File: src/hdl/sense_regs.svh
// Register offsets, field positions, reset values and timing counts
`ifndef SENSE_REGS_SVH
`define SENSE_REGS_SVH
// Byte offsets on the APB
`define OFS_CTRL        8'h00
`define OFS_FUNC_ON     8'h04
`define OFS_FUNC_OFF    8'h08
`define OFS_FUNC_COUNT  8'h0C
`define OFS_GAIN        8'h10
`define OFS_GAIN_STEP   8'h14
`define OFS_GAIN_CMD    8'h18
`define OFS_CHAN        8'h1C
`define OFS_SCAN_COUNT  8'h20
`define OFS_SCAN_CMD    8'h24
`define OFS_ERR         8'h28
`define OFS_INT_STATUS  8'h2C
`define OFS_INT_CLEAR   8'h30
`define OFS_INT_ENABLE  8'h34
`define OFS_DWELL       8'h38
`define OFS_HOLD        8'h3C
// Field positions
`define CTRL_MULTI      0
`define CTRL_GAIN_FIX   1
`define CTRL_STOP_SIG   2
`define CTRL_MEMORY_SCAN_MODE 3
`define CMD_UP          0
`define CMD_DOWN        1
`define CMD_INITIATE    0
`define CMD_ABORT       1
`define CHAN_NEXT_FREE  16
`define COUNT_INF       31
`define INACTIVE_LSB    8
`define INT_ERR         0
`define INT_FUNC        1
`define INT_STEP        2
`define INT_DONE        3
// Reset values and limits
`define GAIN_RST        8'h32
`define GAIN_MIN        8'hE2
`define GAIN_MAX        8'h6E
`define STEP_RST        8'h01
`define CHAN_LAST       10'h3E7
`define ERR_PARAM       16'hFF94
`define COUNT_RST       16'h0001
`define DWELL_RST_US    20'h7_A120
`define HOLD_RST_US     20'h0_0000
// Timing: the step timer counts in microseconds
`define CLK_PERIOD_NS   25
`define TICK_NS         1000
`define TICK_CYCLES     ((`TICK_NS + `CLK_PERIOD_NS - 1) / `CLK_PERIOD_NS)
`endif
File: src/hdl/sense_pkg.sv
// Types shared by the sense, gain and memory-scan command logic
`default_nettype none
package sense_pkg;
   typedef struct packed {
      logic field_strength;
      logic offset;
      logic level;
   } func_set_t;
   typedef enum logic [1:0] {
      TIMER_IDLE,
      TIMER_DWELL,
      TIMER_HOLD
   } timer_state_t;
endpackage : sense_pkg
`default_nettype wire

File: src/hdl/scan_step_timer.sv
// Dwell and signal-loss hold timer for one memory-scan step
`default_nettype none
module scan_step_timer import sense_pkg::*; #(
   parameter int TIME_W = 20
) (
   // Clock and reset
   input  wire logic              clk,
   input  wire logic              rst,
   // Control
   input  wire logic              run,
   input  wire logic              tick,
   input  wire logic              stop_enable,
   input  wire logic              signal_present,
   input  wire logic [TIME_W-1:0] dwell,
   input  wire logic [TIME_W-1:0] hold,
   // Step request
   output logic                   step
);
   timer_state_t      state;
   logic [TIME_W-1:0] dwell_cnt;
   logic [TIME_W-1:0] hold_cnt;

   always_ff @(posedge clk or posedge rst) begin
      if (rst) begin
         state     <= TIMER_IDLE;
         dwell_cnt <= '0;
         hold_cnt  <= '0;
         step      <= 1'b0;
      end else begin
         step <= 1'b0;
         unique case (state)
            TIMER_IDLE: begin
               if (run) begin
                  state     <= TIMER_DWELL;
                  dwell_cnt <= dwell;
               end
            end
            TIMER_DWELL, TIMER_HOLD: begin
               if (!run) begin
                  state <= TIMER_IDLE;
               end else if (dwell_cnt == '0) begin
                  step      <= 1'b1;
                  dwell_cnt <= dwell;
                  state     <= TIMER_DWELL;
               end else begin
                  if (tick) begin
                     dwell_cnt <= dwell_cnt - 1'b1;
                  end
                  if (state == TIMER_DWELL) begin
                     if (stop_enable && !signal_present) begin
                        state    <= TIMER_HOLD;
                        hold_cnt <= hold;
                     end
                  end else if (signal_present) begin
                     state <= TIMER_DWELL;
                  end else if (hold_cnt == '0) begin
                     step      <= 1'b1;
                     dwell_cnt <= dwell;
                     state     <= TIMER_DWELL;
                  end else if (tick) begin
                     hold_cnt <= hold_cnt - 1'b1;
                  end
               end
            end
            // The fourth code of the state word is unused; recover to idle
            default: state <= TIMER_IDLE;
         endcase
      end
   end
endmodule : scan_step_timer
`default_nettype wire

File: src/hdl/sense_gain_memscan_cmd.sv
// APB command logic for measurement functions, manual gain and memory scan
// Notes on behaviour
// - Any change of the active function set discards the trace record.
// - Multi-select off: switching a function on makes it the only one.
// - Multi-select on: switch-on adds the written functions to the set; reset default on.
// - Multi-select on to off activates level only.
// - Multi-select off with two or more functions: reject, error -108.
// - Functions level, offset, field strength; reset leaves level active.
// - Active list reads in order level, offset, field strength; empty is zero.
// - Inactive list reads the deactivated functions.
// - Active and inactive function counts are readable.
// - Manual gain -30 to 110 dBuV, reset value 50.
// - Up and down move gain by the step; step resets to 1 dB.
// - Gain mode fixed or automatic; automatic after reset.
// - Scan mode selected, then initiate starts a scan over the slots.
// - Slot pointer 0 to 999 or next free; resets to 0; readable.
// - Signal-stop on: signal loss during dwell cuts the dwell short.
// - Scan controls off after reset; enabled and disabled sets readable.
// - Scan count is a number or infinite; infinite after reset.
// - Signal loss starts hold timer; expiry steps, return restarts; 0 s.
//
// Implementation choices: the register addresses and the APB slave port.
`default_nettype none
`include "sense_regs.svh"
module sense_gain_memscan_cmd import sense_pkg::*; #(
   parameter int CHAN_W  = 10,
   parameter int GAIN_W  = 8,
   parameter int COUNT_W = 16,
   parameter int TIME_W  = 20
) (
   // Clock and reset
   input  wire logic              clk,
   input  wire logic              rst,
   // APB slave
   input  wire logic [7:0]        paddr,
   input  wire logic              psel,
   input  wire logic              penable,
   input  wire logic              pwrite,
   input  wire logic [31:0]       pwdata,
   output logic [31:0]            prdata,
   output logic                   pready,
   output logic                   pslverr,
   // Receiver side
   input  wire logic              signal_in,
   input  wire logic [CHAN_W-1:0] next_free_slot,
   output func_set_t              active_functions,
   output logic                   trace_record_clear,
   output logic                   gain_fixed,
   output logic [GAIN_W-1:0]      manual_gain_value,
   output logic                   memory_scan_active,
   output logic [CHAN_W-1:0]      current_slot,
   output logic                   irq
);
   localparam logic [GAIN_W-1:0] GAIN_LO = GAIN_W'(`GAIN_MIN);
   localparam logic [GAIN_W-1:0] GAIN_HI = GAIN_W'(`GAIN_MAX);
   localparam logic [CHAN_W-1:0] LAST   = CHAN_W'(`CHAN_LAST);
   localparam int                TICKS  = `TICK_CYCLES;

   function automatic logic [1:0] count_set(input logic [2:0] f);
      count_set = {1'b0, f[0]} + {1'b0, f[1]} + {1'b0, f[2]};
   endfunction : count_set

   function automatic logic [GAIN_W-1:0] clamp_gain(input logic signed [GAIN_W+1:0] v);
      if (v < $signed({{2{GAIN_LO[GAIN_W-1]}}, GAIN_LO})) begin
         clamp_gain = GAIN_LO;
      end else if (v > $signed({2'b00, GAIN_HI})) begin
         clamp_gain = GAIN_HI;
      end else begin
         clamp_gain = v[GAIN_W-1:0];
      end
   endfunction : clamp_gain

   // Bus decode
   logic        setup;
   logic        wr;
   logic        mapped;
   logic        bad_on;
   logic        bad_chan;
   logic        refuse;
   // Control bits
   logic        multi_select;
   logic        stop_signal;
   logic        memory_scan_mode;
   // Gain step and scan configuration
   logic [GAIN_W-1:0]  gain_step;
   logic               count_inf;
   logic [COUNT_W-1:0] count_val;
   logic [COUNT_W-1:0] remaining;
   logic [TIME_W-1:0]  dwell;
   logic [TIME_W-1:0]  hold;
   // Status
   logic [15:0] err_code;
   logic [3:0]  int_status;
   logic [3:0]  int_enable;
   logic        ev_err;
   logic        ev_func;
   logic        ev_step;
   logic        ev_done;
   // Signal synchroniser, tick and timer
   logic [2:0]  sig_sync;
   logic        signal_present;
   logic [7:0]  tick_cnt;
   logic        tick;
   logic        step;
   func_set_t   next_active;

   assign setup = psel && !penable;
   assign wr    = psel && penable && pready && pwrite;

   always_comb begin
      unique case (paddr)
         `OFS_CTRL, `OFS_FUNC_ON, `OFS_FUNC_OFF, `OFS_FUNC_COUNT, `OFS_GAIN,
         `OFS_GAIN_STEP, `OFS_GAIN_CMD, `OFS_CHAN, `OFS_SCAN_COUNT, `OFS_SCAN_CMD,
         `OFS_ERR, `OFS_INT_STATUS, `OFS_INT_CLEAR, `OFS_INT_ENABLE, `OFS_DWELL,
         `OFS_HOLD: mapped = 1'b1;
         default:   mapped = 1'b0;
      endcase
   end

   assign bad_on = pwrite && paddr == `OFS_FUNC_ON && !multi_select
                   && count_set(pwdata[2:0]) > 2'd1;
   // Slot writes during a scan, or beyond the last slot, are refused
   assign bad_chan = pwrite && paddr == `OFS_CHAN && (memory_scan_active
                     || (!pwdata[`CHAN_NEXT_FREE] && pwdata[CHAN_W-1:0] > LAST));
   assign refuse = !mapped || bad_on || bad_chan;

   // APB: no wait states, read data and error captured in the setup cycle
   always_ff @(posedge clk or posedge rst) begin
      if (rst) begin
         pready  <= 1'b0;
         pslverr <= 1'b0;
         prdata  <= 32'h0000_0000;
      end else begin
         pready  <= setup;
         pslverr <= setup && refuse;
         prdata  <= 32'h0000_0000;
         if (setup && !pwrite) begin
            unique case (paddr)
               `OFS_CTRL: prdata <= {28'h000_0000, memory_scan_mode, stop_signal, gain_fixed,
                                     multi_select};
               `OFS_FUNC_ON:  prdata <= {29'h0000_0000, active_functions};
               `OFS_FUNC_OFF: prdata <= {29'h0000_0000, ~active_functions};
               `OFS_FUNC_COUNT: begin
                  prdata[1:0] <= count_set(active_functions);
                  prdata[`INACTIVE_LSB +: 2] <= count_set(~active_functions);
               end
               `OFS_GAIN: prdata <= {{(32-GAIN_W){manual_gain_value[GAIN_W-1]}},
                                     manual_gain_value};
               `OFS_GAIN_STEP: prdata[GAIN_W-1:0] <= gain_step;
               `OFS_CHAN:      prdata[CHAN_W-1:0] <= current_slot;
               `OFS_SCAN_COUNT: begin
                  prdata[`COUNT_INF]   <= count_inf;
                  prdata[COUNT_W-1:0] <= count_val;
               end
               `OFS_SCAN_CMD:   prdata[0] <= memory_scan_active;
               `OFS_ERR:        prdata[15:0] <= err_code;
               `OFS_INT_STATUS: prdata[3:0] <= int_status;
               `OFS_INT_ENABLE: prdata[3:0] <= int_enable;
               `OFS_DWELL:      prdata[TIME_W-1:0] <= dwell;
               `OFS_HOLD:       prdata[TIME_W-1:0] <= hold;
               default:         prdata <= 32'h0000_0000;
            endcase
         end
      end
   end

   // Control bits
   always_ff @(posedge clk or posedge rst) begin
      if (rst) begin
         multi_select <= 1'b1;
         gain_fixed   <= 1'b0;
         stop_signal  <= 1'b0;
         memory_scan_mode   <= 1'b0;
      end else if (wr && paddr == `OFS_CTRL) begin
         multi_select <= pwdata[`CTRL_MULTI];
         gain_fixed   <= pwdata[`CTRL_GAIN_FIX];
         stop_signal  <= pwdata[`CTRL_STOP_SIG];
         memory_scan_mode   <= pwdata[`CTRL_MEMORY_SCAN_MODE];
      end
   end

   // Next function set from the current write
   always_comb begin
      next_active = active_functions;
      if (wr && paddr == `OFS_FUNC_ON && !bad_on) begin
         if (multi_select) begin
            next_active = active_functions | func_set_t'(pwdata[2:0]);
         end else if (pwdata[2:0] != 3'b000) begin
            next_active = func_set_t'(pwdata[2:0]);
         end
      end else if (wr && paddr == `OFS_FUNC_OFF) begin
         next_active = active_functions & ~func_set_t'(pwdata[2:0]);
      end else if (wr && paddr == `OFS_CTRL && multi_select && !pwdata[`CTRL_MULTI]) begin
         next_active = '{field_strength: 1'b0, offset: 1'b0, level: 1'b1};
      end
   end

   // Function set, trace discard and parameter error
   always_ff @(posedge clk or posedge rst) begin
      if (rst) begin
         active_functions   <= '{field_strength: 1'b0, offset: 1'b0, level: 1'b1};
         trace_record_clear <= 1'b0;
         ev_func            <= 1'b0;
         ev_err             <= 1'b0;
         err_code           <= 16'h0000;
      end else begin
         active_functions   <= next_active;
         trace_record_clear <= next_active != active_functions;
         ev_func            <= next_active != active_functions;
         ev_err             <= wr && bad_on;
         if (wr && bad_on) begin
            err_code <= `ERR_PARAM;
         end
      end
   end

   // Manual gain value and step; saturates at the range ends
   always_ff @(posedge clk or posedge rst) begin
      if (rst) begin
         manual_gain_value <= GAIN_W'(`GAIN_RST);
         gain_step         <= GAIN_W'(`STEP_RST);
      end else if (wr) begin
         if (paddr == `OFS_GAIN) begin
            manual_gain_value <= clamp_gain(pwdata[GAIN_W+1:0]);
         end else if (paddr == `OFS_GAIN_STEP) begin
            gain_step <= pwdata[GAIN_W-1:0];
         end else if (paddr == `OFS_GAIN_CMD && pwdata[`CMD_UP]) begin
            manual_gain_value <= clamp_gain($signed({{2{manual_gain_value[GAIN_W-1]}},
                                 manual_gain_value}) + $signed({2'b00, gain_step}));
         end else if (paddr == `OFS_GAIN_CMD && pwdata[`CMD_DOWN]) begin
            manual_gain_value <= clamp_gain($signed({{2{manual_gain_value[GAIN_W-1]}},
                                 manual_gain_value}) - $signed({2'b00, gain_step}));
         end
      end
   end

   // Scan configuration
   always_ff @(posedge clk or posedge rst) begin
      if (rst) begin
         count_inf <= 1'b1;
         count_val <= COUNT_W'(`COUNT_RST);
         dwell     <= TIME_W'(`DWELL_RST_US);
         hold      <= TIME_W'(`HOLD_RST_US);
      end else if (wr) begin
         if (paddr == `OFS_SCAN_COUNT) begin
            count_inf <= pwdata[`COUNT_INF];
            count_val <= pwdata[COUNT_W-1:0];
         end else if (paddr == `OFS_DWELL) begin
            dwell <= pwdata[TIME_W-1:0];
         end else if (paddr == `OFS_HOLD) begin
            hold <= pwdata[TIME_W-1:0];
         end
      end
   end

   // Slot pointer and scan run state
   always_ff @(posedge clk or posedge rst) begin
      if (rst) begin
         current_slot       <= '0;
         memory_scan_active <= 1'b0;
         remaining          <= '0;
         ev_step            <= 1'b0;
         ev_done            <= 1'b0;
      end else begin
         ev_step <= 1'b0;
         ev_done <= 1'b0;
         if (wr && paddr == `OFS_CHAN && !bad_chan) begin
            current_slot <= pwdata[`CHAN_NEXT_FREE] ? next_free_slot
                                                    : pwdata[CHAN_W-1:0];
         end
         if (!memory_scan_active) begin
            if (wr && paddr == `OFS_SCAN_CMD && pwdata[`CMD_INITIATE] && memory_scan_mode) begin
               memory_scan_active <= 1'b1;
               remaining          <= count_val;
            end
         end else if ((wr && paddr == `OFS_SCAN_CMD && pwdata[`CMD_ABORT]) || !memory_scan_mode) begin
            memory_scan_active <= 1'b0;
            ev_done            <= 1'b1;
         end else if (step) begin
            ev_step <= 1'b1;
            if (current_slot == LAST) begin
               current_slot <= '0;
               // A count of zero still runs one full pass
               if (!count_inf && remaining <= COUNT_W'(1)) begin
                  memory_scan_active <= 1'b0;
                  ev_done            <= 1'b1;
               end else if (!count_inf) begin
                  remaining <= remaining - 1'b1;
               end
            end else begin
               current_slot <= current_slot + 1'b1;
            end
         end
      end
   end

   // Interrupt status: a new event wins over a clear in the same cycle
   always_ff @(posedge clk or posedge rst) begin
      if (rst) begin
         int_status <= 4'h0;
         int_enable <= 4'h0;
         irq        <= 1'b0;
      end else begin
         int_status <= (int_status & ~((wr && paddr == `OFS_INT_CLEAR) ? pwdata[3:0] : 4'h0))
                       | {ev_done, ev_step, ev_func, ev_err};
         if (wr && paddr == `OFS_INT_ENABLE) begin
            int_enable <= pwdata[3:0];
         end
         irq <= |(int_status & int_enable);
      end
   end

   // Signal pin: a change counts once the last two stages agree
   always_ff @(posedge clk or posedge rst) begin
      if (rst) begin
         sig_sync       <= 3'b000;
         signal_present <= 1'b0;
      end else begin
         sig_sync <= {sig_sync[1:0], signal_in};
         if (sig_sync[1] == sig_sync[2]) begin
            signal_present <= sig_sync[2];
         end
      end
   end

   // Microsecond tick for the step timer
   always_ff @(posedge clk or posedge rst) begin
      if (rst) begin
         tick_cnt <= 8'h00;
         tick     <= 1'b0;
      end else begin
         tick     <= tick_cnt == 8'(TICKS - 1);
         tick_cnt <= (tick_cnt == 8'(TICKS - 1)) ? 8'h00 : tick_cnt + 1'b1;
      end
   end

   scan_step_timer #(
      .TIME_W (TIME_W)
   ) u_timer (
      .clk            (clk),
      .rst            (rst),
      .run            (memory_scan_active),
      .tick           (tick),
      .stop_enable    (stop_signal),
      .signal_present (signal_present),
      .dwell          (dwell),
      .hold           (hold),
      .step           (step)
   );
endmodule : sense_gain_memscan_cmd
`default_nettype wire

File: config.mk
export PLATFORM = sky130hd
export DESIGN_NAME = sense_gain_memscan_cmd
export DESIGN_NICKNAME = d
export VERILOG_FILES = /design/src/hdl/sense_pkg.sv /design/src/hdl/scan_step_timer.sv /design/src/hdl/sense_gain_memscan_cmd.sv
export VERILOG_INCLUDE_DIRS = /design/src /design/src/hdl
export SDC_FILE = /design/constraint.sdc
export NUM_CORES = 1
export LEC_CHECK = 0
export BUFFER_PORTS_ARGS = -buffer_cell sky130_fd_sc_hd__clkbuf_2
export CAP_MARGIN = 40
export CORE_MARGIN = 5
export CORE_UTILIZATION = 45
export CTS_BUF_LIST = sky130_fd_sc_hd__clkbuf_8
export DETAILED_ROUTE_END_ITERATION = 6
export PLACE_DENSITY = 0.72
export SKIP_CTS_REPAIR_TIMING = 1
export SLEW_MARGIN = 10
export SYNTH_ARGS = -nofsm -noshare
export SYNTH_HDL_FRONTEND = slang
export SYNTH_HIERARCHICAL = 1
export SYNTH_SLANG_ARGS = --single-unit
File: constraint.sdc
create_clock -name clk -period 5.1 [get_ports clk]
set_input_delay 0.51 -clock clk [delete_from_list [all_inputs] [get_ports clk]]
set_output_delay 0.51 -clock clk [all_outputs]
set_load 0.01 [all_outputs]
==> impl_metrics.yaml <==
pwr:
  comb_power_share: 0.051
  pwr-share-seq: 0.482
  switchingPower_uw: 805
  power.internal_uw: 2550
  vdd_drop_max_mv: 0.156
  leakage_uw: 0.00608
  powerDensity_mw_per_mm2: 250
  clockPowerShare: 0.467
  switching_share: 0.240
yosys:
  synth_ff_type: "dfrtp_1"
  synthesis.area_mm2: 0.0119
  yosys_warnings: 6
  synthDistinctLibCells: 92
  async_reset_ff_frac: 1.00
  avgSynthCellArea_um2: 9.60
  ys_seq_area_frac: 0.423
  synth_nets: 1331
  ys_ff_latch: 201
  synth-edff-count: 0
  synthCells: 1243
layout:
  multi_input_area_mm2: 0.00630
  n_antenna_cell: 0
  n_fill_cell: 2388
  finalNetCount: 1415
  fin_util: 0.515
  drive_gt1_frac: 0.225
  final-seq-area_mm2: 0.00505
  area_growth_pct: 12.5
sta:
  fin_crit_ps: 3270
  tns_ps: 0
  period_share: 0.640
  clock.fmax_ghz: 0.306
  slew_headroom: 0.418
  clock_skew_ps: 19.7
  hold_viol_final: 0
  finalSetupViolCount: 0
  rsz0062_at_grt: "false"
  worstMarginPinSlew_ps: 873
  slew_violations: 0
drt:
  drc: 0
  ant_nets: 0
  wl_per_cell_um: 20.6
  drt_iter0_drc: 1254
  vias: 10531
  firstDrtPassIters: 7
  drt-total-wl_mm: 34.7
  via_per_inst: 6.24
floorplanning:
  core_mm2: 0.0261
  die_h_um: 173
  std_cell_rows: 59
  start_util: 0.458
  ioPinCount: 115
  die_area_mm2: 0.0299
  dieWidth_um: 173
global_routing:
  antenna_found_initial: 0
  grt.total_usage: 0.223
  grt_pass1_vias: 9898
  grt_max_degree: 62
  grt_pass1_wl_mm: 55.2
  overflow: 0
placement:
  io_buffers: 103
  post-dp-hpwl_mm: 24.5
  gp_congestion: 0.948
worst_setup_path:
  reg2regPathDepth: 8
  crit_start: "u_timer/hold_cnt[0]"
  path_class: "register to register"
  critPathCaptureType: "register"
  reg2reg_slack_ps: 1830
  worstPathArrival_ps: 3660
  worst-path-max-fanout: 28
  timing.rr.end: "u_timer/hold_cnt[18]"
  reg2reg_from: "u_timer/hold_cnt[0]"
  startpoint_type: "register"
  required_ps: 5500
outcome:
  status: "finished, final reports clean"
cts:
  h-tree-depth: 2
  clkSinkCount: 201
  cts_root_buf: "clkbuf_8"
  cts_buffer_depth: 3
  clkTransAtPathRegs_ps: 60
  clk_latency_ps: 530
  cts_tree: "built"
  cts_inserted_buffers: 36
hold_path:
  hold_class: "input pin to async pin"
job:
  cap_violations: 0
==> cells by family (layout without fill, tap and decap cells) <==
group                    after synthesis  count (layout)  synth area share
AND/OR/NAND/NOR                      398             398             0.178
AO/OA/AOI/OAI                        363             363             0.206
flip-flops                           201             201             0.423
buffers and inverters                131             240            0.0501
multiplexers                          94              94            0.0877
adder cells (fa/ha/maj)               33              33            0.0369
XOR/XNOR                              23              23            0.0185
==> per-stage QoR <==
step / total power (µW) / cell area [µm²] / setup slack, ps / std cells / hold slack (ps)
final: 3350 / 13400 / 1830 / 1687 / 83.2
after global routing: 3470 / 13400 / 1610 / 1687 / 68.2
after CTS: 3380 / 13400 / 1840 / 1687 / 67.2
after detailed placement: 1810 / 12700 / 1860 / 1624 / 337
after global placement: 1810 / 12600 / 1820 / 1620 / 335
after floorplan: 1750 / 11900 / 352 / 1243 / 331
==> worst max-delay path, stage by stage, from the launching register on <==
cell	delay (ps)
dfrtp_1	390
inv_1	80
ha_1	240
nor4b_1	700
nand3_1	350
o21ai_0	340
a211o_1	730
nor2_1	110
o22a_1	210
==> cell usage in the layout (no fill, tap or decap), types with 13 or more instances in the layout <==
master / instances
a21oi_1: 100
a31oi_1: 15
inv_1: 62
nor2_1: 104
and3_1: 14
dfstp_2: 15
nor4_1: 21
mux2i_1: 19
o22ai_1: 17
buf_4: 16
mux2_2: 74
clkbuf_8: 48
nand2_1: 79
nand2b_1: 15
clkbuf_2: 103
o21ai_0: 71
a222oi_1: 18
nand3_1: 45
nor3_1: 17
dfrtp_1: 186
ha_1: 27
a22oi_1: 23
xnor2_1: 13
==> synthesized netlist by cell type, drive strengths merged (9+ instances only) <==
cell       n  area (µm²)
clkbuf    41         154
o21ai     76         384
nand2     81         309
o2bb2ai    9        78.8
dfstp     15         394
nand2b    17         121
a22oi     23         173
nand3     45         225
and3      14        87.6
inv       54         203
buf       36         241
a31oi     16         115
nor4      24         156
nor2b     10        62.6
or3       11        73.8
dfrtp    186        4650
a222oi    18         180
mux2i     20         213
nand4     11        68.8
a21oi    102         518
nor2     108         425
a211oi    14         120
nor3      19         105
or4       12        97.6
mux2      74         833
ha        28         350
o22ai     17         106
xnor2     14         141
xor2       9        78.8
==> worst max-delay path by stage <==
stage	end	slack, ps
floorplan	active_functions[1]	350
global placement	u_timer/dwell_cnt[13]	1820
detailed placement	u_timer/hold_cnt[18]	1860
CTS	u_timer/hold_cnt[18]	1840
global route	u_timer/hold_cnt[18]	1610
finish	u_timer/hold_cnt[18]	1830
==> registers in the layout, indices dropped and copies added, names as in the netlist, 2 cells and up <==
signal and cells:
gain_step 8, manual_gain_value 8, u_timer/state 2, prdata 22
hold 20, remaining 16, sig_sync 3, int_enable 4
current_slot 10, u_timer/hold_cnt 20, count_val 16, tick_cnt 8
active_functions 3, int_status 4, dwell 20, u_timer/dwell_cnt 20
==> power groups by stage <==
stage | logic [µW] | clock network, µW | registers (µW)
after CTS | 169 | 1600 | 1620
final | 170 | 1560 | 1620
after detailed placement | 169 | 0 | 1640
after floorplan | 106 | 0 | 1640
after global routing | 189 | 1670 | 1620
after global placement | 167 | 0 | 1640
==> final cells by class <==
type	count	area share
Clock inverter	15	0.00653
Timing Repair Buffer	123	0.0520
Tap cell	335	0.0312
Inverter	54	0.0155
Multi-Input combinational cell	911	0.469
Clock buffer	48	0.0492
Sequential cell	201	0.376
==> layer usage <==
layer / vias to the layer above / global-route usage / wire [µm]
met1: 5197 / 0.314 / 15100
met4: 0 / 0.0622 / 900
li1: 4800 / - / -
met3: 72 / 0.0463 / 2940
met2: 462 / 0.350 / 15900
met5: - / 0 / 0
Note: power is estimated with default switching activity, not from simulation.
